`src/hw/lfm_regs.svh`:
```
// Purpose: register map, field positions and timing counts of the link fault monitor
// Assumes: 50 MHz system clock, AXI4-Lite byte addresses
// Notes: definitions only
`ifndef LFM_REGS_SVH
`define LFM_REGS_SVH

// ----------------------------------------
// register offsets
// ----------------------------------------
`define LFM_ADDR_W 4
`define LFM_OFF_CTRL 4'h0
`define LFM_OFF_DRV 4'h4
`define LFM_OFF_STAT 4'h8

// ----------------------------------------
// field positions
// ----------------------------------------
`define LFM_CTRL_LOOP_LSB 0
`define LFM_CTRL_RXEN_LSB 4
`define LFM_CTRL_RATE_LSB 8
`define LFM_CTRL_LSEL_LSB 12
`define LFM_DRV_AMP_LSB 8
`define LFM_STAT_LF_LSB 0
`define LFM_STAT_FORCE_LSB 4
`define LFM_STAT_SETTLE_LSB 8
`define LFM_STAT_REF_LSB 12

// ----------------------------------------
// reset values
// ----------------------------------------
`define LFM_CTRL_RST 16'h0000
`define LFM_DRV_RST 10'h000

// ----------------------------------------
// timing
// ----------------------------------------
`define LFM_CLK_MHZ 50
`define LFM_TX_SETTLE_US 250
`define LFM_TX_SETTLE_CYC (`LFM_TX_SETTLE_US * `LFM_CLK_MHZ)
`define LFM_RX_INVALID_MS 2
`define LFM_RUN_LIMIT_BITS 60
`define LFM_RC_PERIOD_CHARS 4096
`define LFM_REF_LOSS_CYC 64
`define LFM_AMP_OFF 2'h0

`endif

```
`src/hw/lfm_pkg.sv`:
```
// Purpose: types shared by the link fault monitor
// Assumes: nothing
// Notes: range control states are one-hot
`default_nettype none
package lfm_pkg;
    typedef enum logic [1:0] {
        LFM_RC_TRACK = 2'b01,
        LFM_RC_FORCE = 2'b10
    } lfm_rc_t;
    typedef logic [1:0] lfm_resp_t;
    localparam lfm_resp_t LFM_OKAY = 2'h0;
    localparam lfm_resp_t LFM_SLVERR = 2'h2;
endpackage
`default_nettype wire

```
`src/hw/lfm_link_fault_monitor.sv`:
```
// Purpose: quad channel serial-link control and link quality monitor
// Assumes: one 50 MHz clock; pin inputs are asynchronous and synchronised here
// Notes: recovered and reference clocks are sampled as levels, not used as clocks
//
// Design decisions made here: the AXI4-Lite slave port and the register offsets.
`default_nettype none
`include "lfm_regs.svh"

module lfm_link_fault_monitor
    import lfm_pkg::*;
#(
    parameter int unsigned TX_SETTLE_CYCLES = `LFM_TX_SETTLE_CYC
) (
    // clock and reset
    input wire logic clk,
    input wire logic srst,
    // axi4-lite write
    input wire logic [`LFM_ADDR_W-1:0] s_axi_awaddr,
    input wire logic s_axi_awvalid,
    output logic s_axi_awready,
    input wire logic [31:0] s_axi_wdata,
    input wire logic [3:0] s_axi_wstrb,
    input wire logic s_axi_wvalid,
    output logic s_axi_wready,
    output logic [1:0] s_axi_bresp,
    output logic s_axi_bvalid,
    input wire logic s_axi_bready,
    // axi4-lite read
    input wire logic [`LFM_ADDR_W-1:0] s_axi_araddr,
    input wire logic s_axi_arvalid,
    output logic s_axi_arready,
    output logic [31:0] s_axi_rdata,
    output logic [1:0] s_axi_rresp,
    output logic s_axi_rvalid,
    input wire logic s_axi_rready,
    // asynchronous pins
    input wire logic deviceResetN,
    input wire logic [3:0] serialInPrimary,
    input wire logic [3:0] serialInSecondary,
    input wire logic [3:0] recoveredClock,
    input wire logic [3:0] referenceClock,
    input wire logic [3:0] amplitudeGood,
    input wire logic [3:0] vcoOutOfRange,
    input wire logic [3:0] forcedFaultInput,
    // transmit shifter streams, same clock
    input wire logic [3:0] txSerial,
    // transmit side
    output logic [7:0] serialOut,
    output logic [7:0] serialOutEnable,
    output logic [3:0] txLogicPowerDown,
    // receive side
    output logic [3:0] rxChannelPowerDown,
    output logic [3:0] cdrData,
    output logic [3:0] cdrForceToRef,
    output logic [3:0] refMultiplyBy20,
    output logic [1:0] ampThresholdSel,
    output logic [3:0] ampDetectEnable,
    output logic [3:0] linkFaultN
);

    // ----------------------------------------
    // input synchronisers
    // ----------------------------------------
    localparam int SW = 29;
    logic [SW-1:0] syncA, syncB, next_syncA, next_syncB;
    logic devRstN;
    logic [3:0] inPri, inSec, recClk, refClk, ampOk, vcoOor, forcedFault;

    // first stage feeds only the second
    // no reset on the chain, it flushes while srst is held
    always_comb begin
        next_syncA = {deviceResetN, serialInPrimary, serialInSecondary, recoveredClock,
                      referenceClock, amplitudeGood, vcoOutOfRange, forcedFaultInput};
        next_syncB = syncA;
    end

    always_ff @(posedge clk) begin
        syncA <= next_syncA;
        syncB <= next_syncB;
    end

    assign {devRstN, inPri, inSec, recClk, refClk, ampOk, vcoOor, forcedFault} = syncB;

    // ----------------------------------------
    // register file and bus slave
    // ----------------------------------------
    // registers and bus state
    logic [15:0] ctrl, next_ctrl;
    logic [9:0] drv, next_drv;
    logic awHeld, wHeld, next_awHeld, next_wHeld;
    logic [`LFM_ADDR_W-1:0] wAddr, next_wAddr;
    logic [31:0] wData, next_wData;
    logic [3:0] wStrb, next_wStrb;
    logic bValid, next_bValid, rValid, next_rValid;
    lfm_resp_t bResp, next_bResp, rResp, next_rResp;
    logic [31:0] rData, next_rData;

    // decoded fields and status
    logic [15:0] status;
    logic [3:0] loopback, rxEnable, lineSel, settling, refPresent, forcing;
    logic [7:0] drvEn;

    // control fields
    assign loopback = ctrl[`LFM_CTRL_LOOP_LSB +: 4];
    assign rxEnable = ctrl[`LFM_CTRL_RXEN_LSB +: 4];
    assign lineSel = ctrl[`LFM_CTRL_LSEL_LSB +: 4];
    assign drvEn = drv[7:0];
    assign status = {refPresent, settling, forcing, linkFaultN};

    // handshake outputs, readys are combinational
    assign s_axi_awready = !awHeld;
    assign s_axi_wready = !wHeld;
    assign s_axi_bvalid = bValid;
    assign s_axi_bresp = bResp;
    assign s_axi_arready = !rValid;
    assign s_axi_rvalid = rValid;
    assign s_axi_rresp = rResp;
    assign s_axi_rdata = rData;

    // address and data taken in either order, write done once both held
    always_comb begin
        next_awHeld = awHeld;
        next_wHeld = wHeld;
        next_wAddr = wAddr;
        next_wData = wData;
        next_wStrb = wStrb;
        next_bValid = bValid && !s_axi_bready;
        next_bResp = bResp;
        next_ctrl = ctrl;
        next_drv = drv;
        if (s_axi_awvalid && !awHeld) begin
            next_awHeld = 1'b1;
            next_wAddr = s_axi_awaddr;
        end
        if (s_axi_wvalid && !wHeld) begin
            next_wHeld = 1'b1;
            next_wData = s_axi_wdata;
            next_wStrb = s_axi_wstrb;
        end
        if (awHeld && wHeld && !bValid) begin
            next_awHeld = 1'b0;
            next_wHeld = 1'b0;
            next_bValid = 1'b1;
            next_bResp = LFM_OKAY;
            unique case ({wAddr[`LFM_ADDR_W-1:2], 2'h0})
                `LFM_OFF_CTRL: begin
                    if (wStrb[0]) next_ctrl[7:0] = wData[7:0];
                    if (wStrb[1]) next_ctrl[15:8] = wData[15:8];
                end
                `LFM_OFF_DRV: begin
                    if (wStrb[0]) next_drv[7:0] = wData[7:0];
                    if (wStrb[1]) next_drv[9:8] = wData[9:8];
                end
                `LFM_OFF_STAT: next_bResp = LFM_OKAY; // read only, write ignored
                default: next_bResp = LFM_SLVERR;
            endcase
        end
        // device reset pin wins over any write to the drive enables drv[7:0]
        if (!devRstN) next_drv[7:0] = 8'h00;
    end

    // read answer one cycle after address taken
    always_comb begin
        next_rValid = rValid && !s_axi_rready;
        next_rData = rData;
        next_rResp = rResp;
        if (s_axi_arvalid && !rValid) begin
            next_rValid = 1'b1;
            next_rResp = LFM_OKAY;
            unique case ({s_axi_araddr[`LFM_ADDR_W-1:2], 2'h0})
                `LFM_OFF_CTRL: next_rData = {16'h0000, ctrl};
                `LFM_OFF_DRV: next_rData = {22'h0, drv};
                `LFM_OFF_STAT: next_rData = {16'h0000, status};
                default: begin
                    next_rData = 32'h00000000;
                    next_rResp = LFM_SLVERR;
                end
            endcase
        end
    end

    // bus and register state
    always_ff @(posedge clk) begin
        if (srst) begin
            ctrl <= `LFM_CTRL_RST;
            drv <= `LFM_DRV_RST;
            awHeld <= 1'b0;
            wHeld <= 1'b0;
            wAddr <= '0;
            wData <= 32'h00000000;
            wStrb <= 4'h0;
            bValid <= 1'b0;
            bResp <= LFM_OKAY;
            rValid <= 1'b0;
            rResp <= LFM_OKAY;
            rData <= 32'h00000000;
        end else begin
            ctrl <= next_ctrl;
            drv <= next_drv;
            awHeld <= next_awHeld;
            wHeld <= next_wHeld;
            wAddr <= next_wAddr;
            wData <= next_wData;
            wStrb <= next_wStrb;
            bValid <= next_bValid;
            bResp <= next_bResp;
            rValid <= next_rValid;
            rResp <= next_rResp;
            rData <= next_rData;
        end
    end

    // ----------------------------------------
    // shared controls
    // ----------------------------------------
    // threshold select shared by all receivers
    assign ampThresholdSel = drv[`LFM_DRV_AMP_LSB +: 2];
    assign refMultiplyBy20 = ctrl[`LFM_CTRL_RATE_LSB +: 4];
    assign rxChannelPowerDown = ~rxEnable;

    // ----------------------------------------
    // per channel logic
    // ----------------------------------------
    for (genvar g = 0; g < 4; g++) begin : gCh
        // channel state and counters
        logic [1:0] sOut, next_sOut;
        logic [15:0] settleCnt, next_settleCnt;
        logic cdrBit, next_cdrBit;
        logic [5:0] runCnt, next_runCnt;
        logic [7:0] refCnt, next_refCnt;
        logic refPrev, recPrev, next_refPrev, next_recPrev;
        logic [11:0] tickCnt, next_tickCnt;
        lfm_rc_t rcState, next_rcState;
        logic lf, next_lf;
        logic txWasOff, next_txWasOff;
        logic recTick, noTrans, ampPass, lineGood, loopGood, linkGood;

        assign recTick = recClk[g] && !recPrev;
        assign noTrans = runCnt > 6'(`LFM_RUN_LIMIT_BITS);
        // amplitude ignored when detector off or looped back
        assign ampPass = loopback[g] || ampThresholdSel == `LFM_AMP_OFF || ampOk[g];
        // line checks need every condition; loopback keeps only range and transitions
        assign lineGood = ampPass && refPresent[g] && !forcedFault[g];
        assign loopGood = !noTrans && !vcoOor[g];
        assign linkGood = rxEnable[g] && loopGood && (loopback[g] || lineGood);

        // transmit drivers, loopback sends a steady one
        always_comb begin
            next_sOut = loopback[g] ? 2'h3 : {2{txSerial[g]}};
            next_txWasOff = drvEn[2*g +: 2] == 2'h0;
            next_settleCnt = settleCnt;
            if (txWasOff && drvEn[2*g +: 2] != 2'h0) begin
                next_settleCnt = 16'(TX_SETTLE_CYCLES);
            end else if (settleCnt != 16'h0000) begin
                next_settleCnt = settleCnt - 16'h0001;
            end
        end

        // recovery input select and transition run length
        always_comb begin
            next_cdrBit = loopback[g] ? txSerial[g]
                        : (lineSel[g] ? inSec[g] : inPri[g]);
            next_runCnt = runCnt;
            if (next_cdrBit != cdrBit) begin
                next_runCnt = 6'h00;
            end else if (runCnt <= 6'(`LFM_RUN_LIMIT_BITS)) begin
                next_runCnt = runCnt + 6'h01;
            end
        end

        // reference clock activity
        always_comb begin
            next_refPrev = refClk[g];
            next_refCnt = refCnt;
            if (refClk[g] != refPrev) begin
                next_refCnt = 8'h00;
            end else if (refCnt != 8'(`LFM_REF_LOSS_CYC)) begin
                next_refCnt = refCnt + 8'h01;
            end
        end

        // range control and link fault, stepped by recovered clock
        always_comb begin
            next_recPrev = recClk[g];
            next_tickCnt = tickCnt;
            next_rcState = rcState;
            next_lf = lf;
            if (!rxEnable[g]) begin
                next_tickCnt = 12'h000;
                next_rcState = LFM_RC_TRACK;
                next_lf = 1'b0;
            end else if (recTick) begin
                next_tickCnt = tickCnt + 12'h001;
                if (tickCnt == 12'(`LFM_RC_PERIOD_CHARS - 1)) begin
                    unique case (rcState)
                        LFM_RC_TRACK: if (vcoOor[g]) next_rcState = LFM_RC_FORCE;
                        LFM_RC_FORCE: next_rcState = LFM_RC_TRACK;
                    endcase
                end
                next_lf = linkGood && next_rcState == LFM_RC_TRACK;
            end
        end

        // channel registers
        always_ff @(posedge clk) begin
            if (srst) begin
                sOut <= 2'h0;
                settleCnt <= 16'h0000;
                txWasOff <= 1'b1;
                cdrBit <= 1'b0;
                runCnt <= 6'h00;
                refPrev <= 1'b0;
                refCnt <= 8'(`LFM_REF_LOSS_CYC);
                recPrev <= 1'b0;
                tickCnt <= 12'h000;
                rcState <= LFM_RC_TRACK;
                lf <= 1'b0;
            end else begin
                sOut <= next_sOut;
                settleCnt <= next_settleCnt;
                txWasOff <= next_txWasOff;
                cdrBit <= next_cdrBit;
                runCnt <= next_runCnt;
                refPrev <= next_refPrev;
                refCnt <= next_refCnt;
                recPrev <= next_recPrev;
                tickCnt <= next_tickCnt;
                rcState <= next_rcState;
                lf <= next_lf;
            end
        end

        // ----------------------------------------
        // per channel outputs
        // ----------------------------------------
        // transmit side
        assign serialOut[2*g +: 2] = sOut;
        assign serialOutEnable[2*g +: 2] = drvEn[2*g +: 2];
        assign txLogicPowerDown[g] = drvEn[2*g +: 2] == 2'h0;
        assign settling[g] = settleCnt != 16'h0000;

        // receive side and status
        assign refPresent[g] = refCnt != 8'(`LFM_REF_LOSS_CYC);
        assign forcing[g] = rcState == LFM_RC_FORCE;
        assign cdrForceToRef[g] = forcing[g];
        assign cdrData[g] = cdrBit;
        assign ampDetectEnable[g] = !loopback[g] && ampThresholdSel != `LFM_AMP_OFF;
        assign linkFaultN[g] = lf;
    end

endmodule
`default_nettype wire

```
`config.mk`:
```
export PLATFORM = sky130hd
export DESIGN_NAME = lfm_link_fault_monitor
export DESIGN_NICKNAME = d
export VERILOG_FILES = /design/src/hw/lfm_pkg.sv /design/src/hw/lfm_link_fault_monitor.sv
export VERILOG_INCLUDE_DIRS = /design/src /design/src/hw
export SDC_FILE = /design/constraint.sdc
export NUM_CORES = 1
export LEC_CHECK = 0
export BUFFER_PORTS_ARGS = -buffer_cell sky130_fd_sc_hd__clkbuf_2
export CORE_MARGIN = 2
export CORE_UTILIZATION = 45
export DETAILED_ROUTE_END_ITERATION = 10
export GPL_TIMING_DRIVEN = 0
export MAX_ROUTING_LAYER = met4
export PLACE_DENSITY = 0.65
export SYNTH_ARGS = -nofsm -noshare
export SYNTH_HDL_FRONTEND = slang
export SYNTH_SLANG_ARGS = --single-unit
```
`constraint.sdc`:
```
create_clock -name clk -period 2.1 [get_ports clk]
set_input_delay 0.105 -clock clk [delete_from_list [all_inputs] [get_ports clk]]
set_output_delay 0.105 -clock clk [all_outputs]
set_load 0.02 [all_outputs]
```
; After elaboration in Yosys (flattened, before gate mapping)
; Index checks and enable logic that the tools add are counted.
; W data, S select, Z words.
[totals]
wordCells = 312
register_bits = 350
memories = 0
latchBits = 0
output_inout_bits = 87
inputBits = 84
ramBits = 0
rom_bits = 0
[classes]
shift = 0
order_cmp = 8
n_eq_ne = 32
add_sub_neg = 16
n_mul = 0
n_mux = 53
n_bitwise = 6
div_mod_pow = 0
reduce_logical = 129
[op_table]
columns = operator, n
row1 = $mux W14, 8
row2 = $reduce_bool A16 Y1, 4
row3 = $sub A16 B1 Y16 const B, 4
row4 = $mux W7, 8
row5 = $add A12 B1 Y12 const B, 4
row6 = $eq A12 B12 Y1 const B, 4
row7 = $pmux W16 S3, 1
row8 = $mux W2, 22
row9 = $logic_and A1 B1 Y1, 43
row10 = $reduce_or A2 Y1, 18
row11 = $add A8 B1 Y8 const B, 4
row12 = $ne A8 B7 Y1 const B, 4
row13 = $logic_not A1 Y1, 26
row14 = $reduce_bool A2 Y1, 13
row15 = $add A6 B1 Y6 const B, 4
row16 = $gt A6 B6 Y1 const B, 4
row17 = $le A6 B6 Y1 const B, 4
row18 = $eq A2 B1 Y1 const B, 10
row19 = $pmux W2 S2, 4
row20 = $logic_not A2 Y1, 7
row21 = $eq A2 B2 Y1 const B, 6
row22 = $logic_or A1 B1 Y1, 12
row23 = $reduce_and A3 Y1, 4
row24 = $mux W1, 10
row25 = 4 further kinds, 16

; Logic depth before layout (Yosys ltp)
; Gate-level depths: netlist (run 1).
[depth]
ltp_word = 8
ltp_mapped = 8

; Worst setup path before layout (run 1)
; OpenSTA, ideal clock, no wires.
[synth_timing]
path_type = reg-to-reg
from = register gCh[3].settleCnt[0]
to = register gCh[3].settleCnt[0]
path_stages_with_launch = 9
required_ps = 2027
arrival_time_ps = 1853
slack_ps = 173
n_path_buf = 1
setup_time_ps = 73
path_cell_list = dfxtp_1 > inv_1 > ha_1 > nor3b_1 > nand4_4 > or3_1 > buf_2 > and2_4 > nor3_2
[synth_between]
elab_chain_len = 1
[synth_lines]
columns = item, line_no
row1 = start: declaration, lfm_link_fault_monitor.sv:227  ; logic [15:0] settleCnt, next_settleCnt;
row2 = start signal: assignment, lfm_link_fault_monitor.sv:320  ; settleCnt <= next_settleCnt;
row3 = $sub A16 B1 Y16 / $reduce_bool A16 Y1 (equally long branches), "lfm_link_fault_monitor.sv:255, lfm_link_fault_monitor.sv:254"
; Parallel ways exist; a longest one is shown, timed or not.
; A chain may end at the register's enable or synchronous reset.

; Final worst setup path (run 1)
[layout_timing]
from = register gCh[3].settleCnt[2]
to = register gCh[3].settleCnt[13]
[layout_between]
elab_chain_len = 3
[layout_lines]
columns = item, line_no
row1 = $sub A16 B1 Y16, lfm_link_fault_monitor.sv:255  ; next_settleCnt = settleCnt - 16'h0001;
row2 = $mux W14, lfm_link_fault_monitor.sv:254  ; end else if (settleCnt != 16'h0000) begin
row3 = $mux W14, lfm_link_fault_monitor.sv:252  ; if (txWasOff && drvEn[2*g +: 2] != 2'h0) begin
; Parallel ways exist; a longest one is shown, timed or not. The select of a mux whose other input is x is not followed.

==> metrics.txt, run 1 <==
worst-case clock buffer depth 3; Clk pin slew, worst setup/hold paths 0.05 ns; Vias/cell 5.07; die area a little over 30000 sq um; # IOs 171; drt pass-1 iters 5; final std cells w/o fill 2131; total of max-cap violations 0; RSZ-0062 raised after global routing no; mux share of post-synthesis cell area 2.69%; CTS sink cnt about 330; largest cells by area after synthesis dfxtp_1, nor2_1, xor2_1, xnor2_1, a21oi_1; Post-DP HPWL 22.6 mm; CTS tree done; FP Rows 62; Tcrit/Tclk final 94.5%; met1 WL 15.0 mm; simple-gate share of the synthesized area a little under a quarter; DR WL met3 1.77 mm; setup violation total in the final timing report 0; GRT Total Usage 21.1%; Clock Skew 0.00892 ns; Seq pwr share 40.5%; final hold vios 0; initial core utilization 45.9%; Die X 176 um; cell area after synthesis 13300 sq um; DR iter-0 viols 614; largest family of logic cells by synthesized area simple AND/OR/NAND/NOR gates; Final Util 56.6%; post-synth top area share 49.2%; critical path class reg -> reg; Die Y between 150 and 200 um; largest net degree at the start of global routing 15; Clock power frac 35.5%; routed len/inst 15.0 um; Combinational Power Share 24.1%; Overflow after GRT 0; final WL 31.9 mm; clock latency on the worst-skew pair 0.52 ns; Top FF cell, synth dfxtp_1; TritonCTS Buffers 36; NumNets Final 1831; routed wire length on met2 roughly 14 mm; Hold Crit Class in -> reg; outcome complete, no violations; Syn Inst Count 1474; switch share 30.6%; area grow syn2layout 23.3%; fin crit period around 2.0 ns; peak supply drop between 0.5 and 0.6 mV; max layer used met4; CP arrival 2.35 ns; fin. max-slew vios 0; H-tree depth 2; syn_area_per_cell 8.99 sq um; worst rel slew slack roughly two fifths; largest fanout on the critical path 7; flops & latches, synth 326; initial antenna violation count 1; ANT nets after route 0; number of global-route vias before repair 10078; Worst Setup Start Kind flip-flop; Req. time, crit path between 2 and 2.5 ns; GPL Wtd Cong ~0.83; cell area power density 1130 nW/um^2; first-pass GRT wire length a little over 50 mm; asr flop ratio synth 0%; crit end category flip-flop; Core Area 28900 sq um; Worst Tran Pin Value between 0.9 and 1 ns; EDFF count, synth 0; Clock Tree Root clkbuf_16; IO Port Bufs around 130; P_int ~13000 uW; via count 10803; sequential fraction of the synthesis area 49.2%; ratio of cells with drive above 1 in the final layout around 15%; Sw Pwr 5630 uW; total negative setup slack 0 ns; unique cell type count in the Yosys netlist between 60 and 70; Yosys warnings 0; Synth Area in Compound Gates 9.00%; fmax roughly 500 MHz; Inst Count DP 2004; Synth Area in Adders 2.64%; leakage 0.00635 uW; # DRC 0; Post-Synth XOR/XNOR Area around 8.9%; dominant cell type by area after synthesis dfxtp_1
## state kept, by name, indices dropped and copies added (netlist names), 2 cells and up
signal and flops:
wAddr 2, syncB 29, ctrl 16, gCh.refPrev 4, wStrb 2, gCh.runCnt 24, gCh.lf 4, gCh.txWasOff 4
gCh.refCnt 32, gCh.tickCnt 48, gCh.recPrev 4, next_syncB 29, drv 10, wData 16, s_axi_rdata 16, gCh.rcState 8
gCh.cdrBit 4, gCh.sOut 4, gCh.settleCnt 64
## kinds of logic (layout without fill, tap and decap cells)
family	count (synthesis)	count (layout)
buffers and inverters	135	389
other	1	20
adder cells (fa/ha/maj)	28	28
XOR/XNOR	134	134
flip-flops	326	326
AND/OR/NAND/NOR	610	610
AO/OA/AOI/OAI	205	205
multiplexers	35	35
## final cells by class
class                           instances  area (sq um)
Clock inverter                         19           239
Clock buffer                           45           996
Inverter                               47           176
Antenna cell                            2          5.00
Sequential cell                       326          6530
Tap cell                              384           480
Timing Repair Buffer                  191          1260
Buffer                                 87           472
Multi-Input combinational cell       1030          6190
Fill cell                            2592         12500
## synthesized netlist by cell type (all sizes together), types with 3 or more instances
library cell	instances
a211oi	10
or4	5
a31oi	9
mux2i	30
or3	13
a311oi	3
o21a	3
ha	28
nor4b	5
nand2b	29
inv	47
a22oi	4
nor4	30
a21o	3
nor2	208
o211ai	9
xnor2	60
nand4	26
nand4b	4
nor3	37
a21oi	104
o21ai	36
and4	3
buf	46
o31ai	6
xor2	74
nor3b	6
nand2	118
or2	8
and3	11
nor2b	24
nand3	73
and2	5
clkbuf	42
dfxtp	326
mux2	5
o2111ai	5
o21bai	5
## worst max-delay path, cell delays in order, from the launching register on
cell	delay, ns
dfxtp_1	0.33
or4_1	0.68
or4_4	0.57
xor2_1	0.16
a21oi_1	0.09
## final timing paths
| kind | from | endpoint | slack (ns) | depth (start not counted) |
|---|---|---|---|---|
| worst min register to register | next_syncB[19]$_DFF_P_ | syncB[19]$_DFF_P_ | 0.32 | 0 |
| worst max register to register | gCh[3].settleCnt[2]$_SDFFE_PP0P_ | gCh[3].settleCnt[13]$_SDFFE_PP0P_ | 0.12 | 4 |
| worst min-delay path | s_axi_arvalid | s_axi_rdata[9]$_SDFFE_PP0P_ | 0.07 | 4 |
| worst max-delay path | gCh[3].settleCnt[2]$_SDFFE_PP0P_ | gCh[3].settleCnt[13]$_SDFFE_PP0P_ | 0.12 | 4 |
## cells in the final DEF, fill, tap and decap left out, types with 10 or more instances in the layout
master,count
nand4_1,24
nor2b_1,24
nand2_1,118
or3_1,13
dlygate4sd3_1,58
inv_1,47
nand3_1,73
mux2i_1,30
xor2_1,74
nor4_1,24
clkbuf_16,37
clkbuf_2,129
conb_1,18
buf_4,42
ha_1,28
a21oi_1,104
a211oi_1,10
dfxtp_1,325
and3_1,11
nor3_1,33
nand2b_1,29
xnor2_1,60
o21ai_0,33
clkbuf_1,45
nor2_1,207
## repair_timing
action	in CTS	in global routing
setup endpoints to repair	15	12
buffers inserted	0	4
hold buffers	58	0
resized for setup	6	5
pin swaps	0	1
cloned	0	0
endpoints found under the hold margin	62	0
## power groups by stage
stage / Clock, uW / Sequential (uW) / Combinational [uW]
2_1_floorplan: 0 / 7450 / 3370
3_3_place_gp: 0 / 7520 / 4090
3_5_place_dp: 0 / 7550 / 4160
4_1_cts: 6680 / 7430 / 4300
5_1_grt: 6950 / 7550 / 5010
6_report: 6540 / 7460 / 4440
## stage by stage
stage | power, uW | cell area (sq um) | hold WS, ns | worst slack, ns
floorplan | 10800 | 13300 | 0.133 | 0.173
global placement | 11600 | 14400 | 0.208 | -0.197
detailed placement | 11700 | 14400 | 0.209 | -0.272
CTS | 18400 | 16300 | 0.0362 | 0.00616
global route | 19500 | 16300 | 0.0657 | 0.00298
finish | 18400 | 16300 | 0.0663 | 0.116
## layer usage
metal	vias to the layer above	GRT usage, %
met5	-	-
met3	76	3.51
met1	4964	28.0
li1	5468	-
met2	295	32.3
met4	0	8.20
Power figures use the tool's default switching activity.
==> run 2, diff against run 1 <==
Settings changed: BUFFER_PORTS_ARGS -buffer_cell sky130_fd_sc_hd__clkbuf_2 to -buffer_cell sky130_fd_sc_hd__buf_2, CELL_PAD_IN_SITES_DETAIL_PLACEMENT set to 0, CELL_PAD_IN_SITES_GLOBAL_PLACEMENT set to 1, CORE_MARGIN 2 to 4, CORE_UTILIZATION 45 to 44, PLACE_DENSITY 0.65 to 0.8.
==> run 2 against run 1 <==
  * First-iteration DRC count fell by 5.5%
  * Largest power group unchanged
  * Worst hold slack improved by 0.088 ns
  * Critical path depth increased by 1
==> metrics.txt, run 2 (synthesis results as in run 1) <==
outcome complete, no violations; routed len/inst 15.0 um (+0.49%); Critical path buffers and inverters 1 (+1); crit path launch gCh[3].settleCnt[2]$_SDFFE_PP0P_; RSZ-0062 raised after global routing no; critical path class reg -> reg; Clock Tree Root clkbuf_16; area of the multi-input gates 6200 sq um (about the same); peak supply drop 0.664 mV (+26%); CP delay by family, top simple AND/OR/NAND/NOR gates; initial core utilization 44.6% (-1.3 points); Clk pin slew, worst setup/hold paths 0.06 ns (about the same); area grow syn2layout 22.7%; clock latency on the worst-skew pair 0.51 ns (about the same); Fillers 2726 (+5.2%); most frequent cells in the layout dfxtp_1, nor2_1, buf_2, nand2_1, a21oi_1; Overflow after GRT 0 (unchanged); launching point of the worst reg2reg path gCh[3].settleCnt[2]$_SDFFE_PP0P_; setup violation total in the final timing report 0 (unchanged); fmax 507 MHz (+0.53%); largest net degree at the start of global routing 14 (-1); CTS tree done; TritonCTS Buffers 36 (unchanged); IO Port Bufs 129 (unchanged); crit end category flip-flop; NumNets Final 1831 (unchanged); Max stage delay on crit path 0.55 ns (-0.13 ns); Worst Tran Pin Value 1.03 ns (+0.105 ns); Hold Crit Class in -> reg; total negative setup slack 0 ns (unchanged); # IOs 171 (unchanged); ANT nets after route 0 (unchanged); min-delay src s_axi_arvalid; Core Area 29700 sq um (+3.0%); H-tree depth 2 (unchanged); DR iter-0 viols 580 (-5.5%); total of max-cap violations 0 (unchanged); cell area power density 1100 nW/um^2 (-2.2%); reg2reg end gCh[3].settleCnt[13]$_SDFFE_PP0P_; drt pass-1 iters 5 (unchanged); fin. max-slew vios 0 (unchanged); # DRC 0 (unchanged); Final Util 54.7% (-1.9 points); worst rel slew slack 31.2% (-7.0 points); Levels on crit path 5 (+1); ant diodes 0 (-2); Worst Setup Start Kind flip-flop; final hold vios 0 (unchanged); largest fanout on the critical path 7 (unchanged); FF-to-FF setup slack 0.13 ns (about the same); Tcrit/Tclk final 94.0% (-0.49 points); cell breakdown of the critical path or4_1 > clkbuf_1 > or4_4 > xor2_1 > a21oi_1; Clock Skew 0.0107 ns (+0.00182 ns); Req. time, crit path 2.46 ns (about the same); via count 10729 (-0.68%); GPL Wtd Cong 0.846 (+1.5%); Final Worst Setup Slack 0.126 ns (+0.0104 ns); CTS sink cnt 326 (unchanged); FF/Latch Area 6530 sq um (unchanged); Die X 182 um (+3.4%); FF-to-FF path depth 5 (+1); initial antenna violation count 0 (-1); ratio of cells with drive above 1 in the final layout 15.0% (-0.39 points); die area 33000 sq um (+6.9%); pre-CTS setup slack -0.231 ns (+0.0415 ns); most common cell after layout, fill and taps aside dfxtp_1; Top reg by flops gCh.settleCnt; Largest register FFs 64 (unchanged); Die Y 182 um (+3.4%); fin crit period 1.97 ns (-0.0104 ns); FP Rows 63 (+1.6%); first-pass GRT wire length 51.6 mm (+1.7%); crit path to gCh[3].settleCnt[13]$_SDFFE_PP0P_; number of global-route vias before repair 10201 (+1.2%); Largest regs gCh.settleCnt: 64 flops, gCh.tickCnt: 48 flops, gCh.refCnt: 32 flops; worst-case clock buffer depth 3 (unchanged); final WL 32.1 mm (+0.63%); leakage 0.00633 uW (-0.44%); GRT Total Usage 19.4% (-1.7 points); Crit-path slowest cell or4_4; Post-DP HPWL 23.2 mm (+2.7%); CP arrival 2.33 ns (-0.02 ns); Vias/cell 5.03 (-0.82%)
-- run 2: layout make-up --
class / count / area share [%]
Sequential cell: 326 / 40.1
Multi-Input combinational cell: 1030 / 38.1
Timing Repair Buffer: 190 / 7.68
Clock buffer: 55 / 6.54
Tap cell: 390 / 3.00
Buffer: 88 / 2.92
Inverter: 47 / 1.08
Clock inverter: 8 / 0.508
-- run 2: per-layer routing --
layer | track usage, % | up-vias | routed length (um)
met2 | 31.2 | 230 | 14600
met1 | 26.0 | 4992 | 15200
met5 | - | - | 0
met3 | 2.76 | 54 | 1490
met4 | 4.98 | 0 | 805
li1 | - | 5453 | -
-- run 2: report_power, final --
part | internal [uW] | switching (uW) | total (uW)
Clock | 3630 | 2430 | 6060
Sequential | 6840 | 613 | 7450
Combinational | 1950 | 2470 | 4420
Total | 12400 | 5510 | 17900
-- run 2: tightest hold or removal path, cell delays in order --
cell	delay, ns
buf_2	0.11
nand2b_1	0.16
a21oi_1	0.16
a211oi_1	0.07
-- run 2: worst min path at each step --
stage / to / depth (start not counted)
3_5_place_dp: next_syncB[10]$_DFF_P_ / 1
3_3_place_gp: next_syncB[7]$_DFF_P_ / 1
6_report: s_axi_rdata[9]$_SDFFE_PP0P_ / 4
2_1_floorplan: next_syncB[0]$_DFF_P_ / 0
4_1_cts: s_axi_rdata[9]$_SDFFE_PP0P_ / 4
5_1_grt: s_axi_rdata[9]$_SDFFE_PP0P_ / 4
-- run 2: through the flow --
| step | std cells | cell area [sq um] | power (uW) | hold slack, ns |
|---|---|---|---|---|
| 2_1_floorplan | 1491 | 13300 | 10800 | 0.133 |
| 3_3_place_gp | 2010 | 14500 | 11600 | 0.208 |
| 3_5_place_dp | 2010 | 14500 | 11700 | 0.209 |
| 4_1_cts | 2131 | 16200 | 18000 | 0.133 |
| 5_1_grt | 2134 | 16300 | 19000 | 0.174 |
| 6_report | 2134 | 16300 | 17900 | 0.154 |
-- run 2: what timing repair did --
action / in CTS / in global routing
hold endpoints to repair: 62 / 0
resized for setup: 7 / 5
hold buffers: 58 / 0
pin swaps: 0 / 2
endpoints found under the setup margin: 16 / 13
buffers inserted: 0 / 3
gates cloned: 0 / 0
==> run 3, diff against run 2 <==
Settings changed: BUFFER_PORTS_ARGS -buffer_cell sky130_fd_sc_hd__buf_2 to not set, CORE_UTILIZATION 44 to 45, DONT_BUFFER_PORTS set to 1, PLACE_DENSITY 0.8 to 0.75.
==> run 3 against run 2 <==
  * Via count down 4.6%
  * Utilization down 0.42 points
  * Clock-buffer cell count down 4
  * Sequential power up 0.9%
  * Clock skew up 0.0045 ns
==> metrics.txt, run 3 (synthesis results as in run 1) <==
final hold vios 0 (unchanged); leakage 0.00580 uW (-8.4%); Clock Skew 0.0152 ns (+0.00448 ns); Final Util 54.3% (-0.42 points); DR iter-0 viols 590 (+1.7%); Largest regs gCh.settleCnt: 64 flops, gCh.tickCnt: 48 flops, gCh.refCnt: 32 flops; Inst Count DP 1875 (-6.7%); fmax 503 MHz (-0.65%); outcome complete, no violations; Vias/cell 5.11 (+1.6%); total negative setup slack 0 ns (unchanged); critical path class reg -> reg; initial antenna violation count 1 (+1); initial core utilization 45.9% (+1.3 points); cell area power density 1150 nW/um^2 (+4.2%); RSZ-0062 raised after global routing no; GPL Wtd Cong 0.807 (-4.6%); fin crit period 1.99 ns (+0.0130 ns); largest fanout on the critical path 7 (unchanged); worst-case clock buffer depth 3 (unchanged); Worst Setup Start Kind flip-flop; drt pass-1 iters 4 (-1); Top reg by flops gCh.settleCnt; Clock Tree Root clkbuf_16; routed len/inst 16.2 um (+7.6%); # DRC 0 (unchanged); worst rel slew slack 34.9% (+3.8 points); worst hold path stage count 3 (-1); CTS sink cnt 326 (unchanged); CTS tree done; GRT Total Usage 20.0% (+0.59 points); number of global-route vias before repair 9745 (-4.5%); Power Total 18000 uW (+0.42%); first-pass GRT wire length 51.9 mm (+0.58%); clock latency on the worst-skew pair 0.51 ns (about the same); setup violation total in the final timing report 0 (unchanged); Largest register FFs 64 (unchanged); TritonCTS Buffers 36 (unchanged); area grow syn2layout 18.2%; CP arrival 2.35 ns (+0.02 ns); peak supply drop 0.620 mV (-6.6%); ratio of cells with drive above 1 in the final layout 8.83% (-6.1 points); Post-DP HPWL 23.3 mm (+0.43%); Fillers 2702 (-0.88%); Die X 180 um (-1.1%); Tcrit/Tclk final 94.6% (+0.62 points); total of max-cap violations 0 (unchanged); Hold Crit Class in -> reg; FP Rows 62 (-1.6%); Overflow after GRT 0 (unchanged); FF-to-FF path depth 5 (unchanged); most frequent cells in the layout dfxtp_1, nor2_1, nand2_1, a21oi_1, xor2_1; ANT nets after route 0 (unchanged); Die Y 180 um (-1.1%); final std cells w/o fill 2005 (-6.0%); Clk pin slew, worst setup/hold paths 0.06 ns (about the same); fin. max-slew vios 0 (unchanged); Core Area 28900 sq um (-2.9%); most common cell after layout, fill and taps aside dfxtp_1; Worst Tran Pin Value 0.976 ns (-0.0563 ns); via count 10239 (-4.6%); final WL 32.5 mm (+1.1%); IO Port Bufs 0 (-100%); H-tree depth 2 (unchanged); die area 32300 sq um (-2.1%); Req. time, crit path 2.47 ns (about the same); NumNets Final 1706 (-6.8%); largest net degree at the start of global routing 14 (unchanged); # IOs 171 (unchanged); crit end category flip-flop
==> run 3: final cells by class <==
cell class / instances / area, sq um / share of cell area (%)
buffer: 88 / 475 / 3.03
tap: 384 / 480 / 3.07
timing repair buffer: 65 / 636 / 4.06
multi-input combinational: 1030 / 6220 / 39.7
inverter: 47 / 176 / 1.13
clock inverter: 13 / 97.6 / 0.623
antenna: 1 / 2.50 / 0.0160
sequential: 326 / 6530 / 41.7
clock buffer: 51 / 1060 / 6.75
==> run 3: worst max-delay path, stage by stage, from the launching register on <==
cell and delay [ns]:
dfxtp_1 0.34, or4_1 0.52, clkbuf_1 0.21, or4_4 0.55
xor2_1 0.15, a21oi_1 0.08
==> run 3: final timing paths <==
kind                                          from                           endpoint  slack [ns]
setup reg to reg  gCh[3].settleCnt[2]$_SDFFE_PP0P_  gCh[3].settleCnt[13]$_SDFFE_PP0P_        0.11
setup / recovery  gCh[3].settleCnt[2]$_SDFFE_PP0P_  gCh[3].settleCnt[13]$_SDFFE_PP0P_        0.11
hold reg to reg             next_syncB[19]$_DFF_P_                  syncB[19]$_DFF_P_        0.32
hold / removal                                srst     gCh[3].tickCnt[1]$_SDFFE_PP0P_        0.04
==> run 3: per-layer routing <==
layer	share of wire [%]	wire [um]	track usage, %	vias up
li1	-	-	-	5209
met3	5.8	1890	4.67	59
met1	47	15400	27.0	4770
met5	0	0	-	-
met2	45	14400	30.7	201
met4	2.3	748	4.82	0
==> run 3: metrics by stage <==
step	hold WS [ns]	instance area, sq um	setup slack, ns
3_5_place_dp	0.133	13800	-0.215
6_report	0.0383	15700	0.113
4_1_cts	0.0295	15600	0.0489
5_1_grt	0.0811	15700	0.00253
2_1_floorplan	0.133	13300	0.173
3_3_place_gp	0.133	13800	-0.190
==> run 3: report_power, final <==
part	internal (uW)	switching (uW)
registers	6840	675
logic	1930	2440
clock network	3640	2480
==> run 3: repair_timing <==
action	4_1_cts	5_1_grt
endpoints found under the setup margin	30	26
hold endpoints to repair	68	0
cloned	0	0
pin swaps	0	3
gates resized for setup	7	8
buffers inserted	0	6
hold buffers	59	0
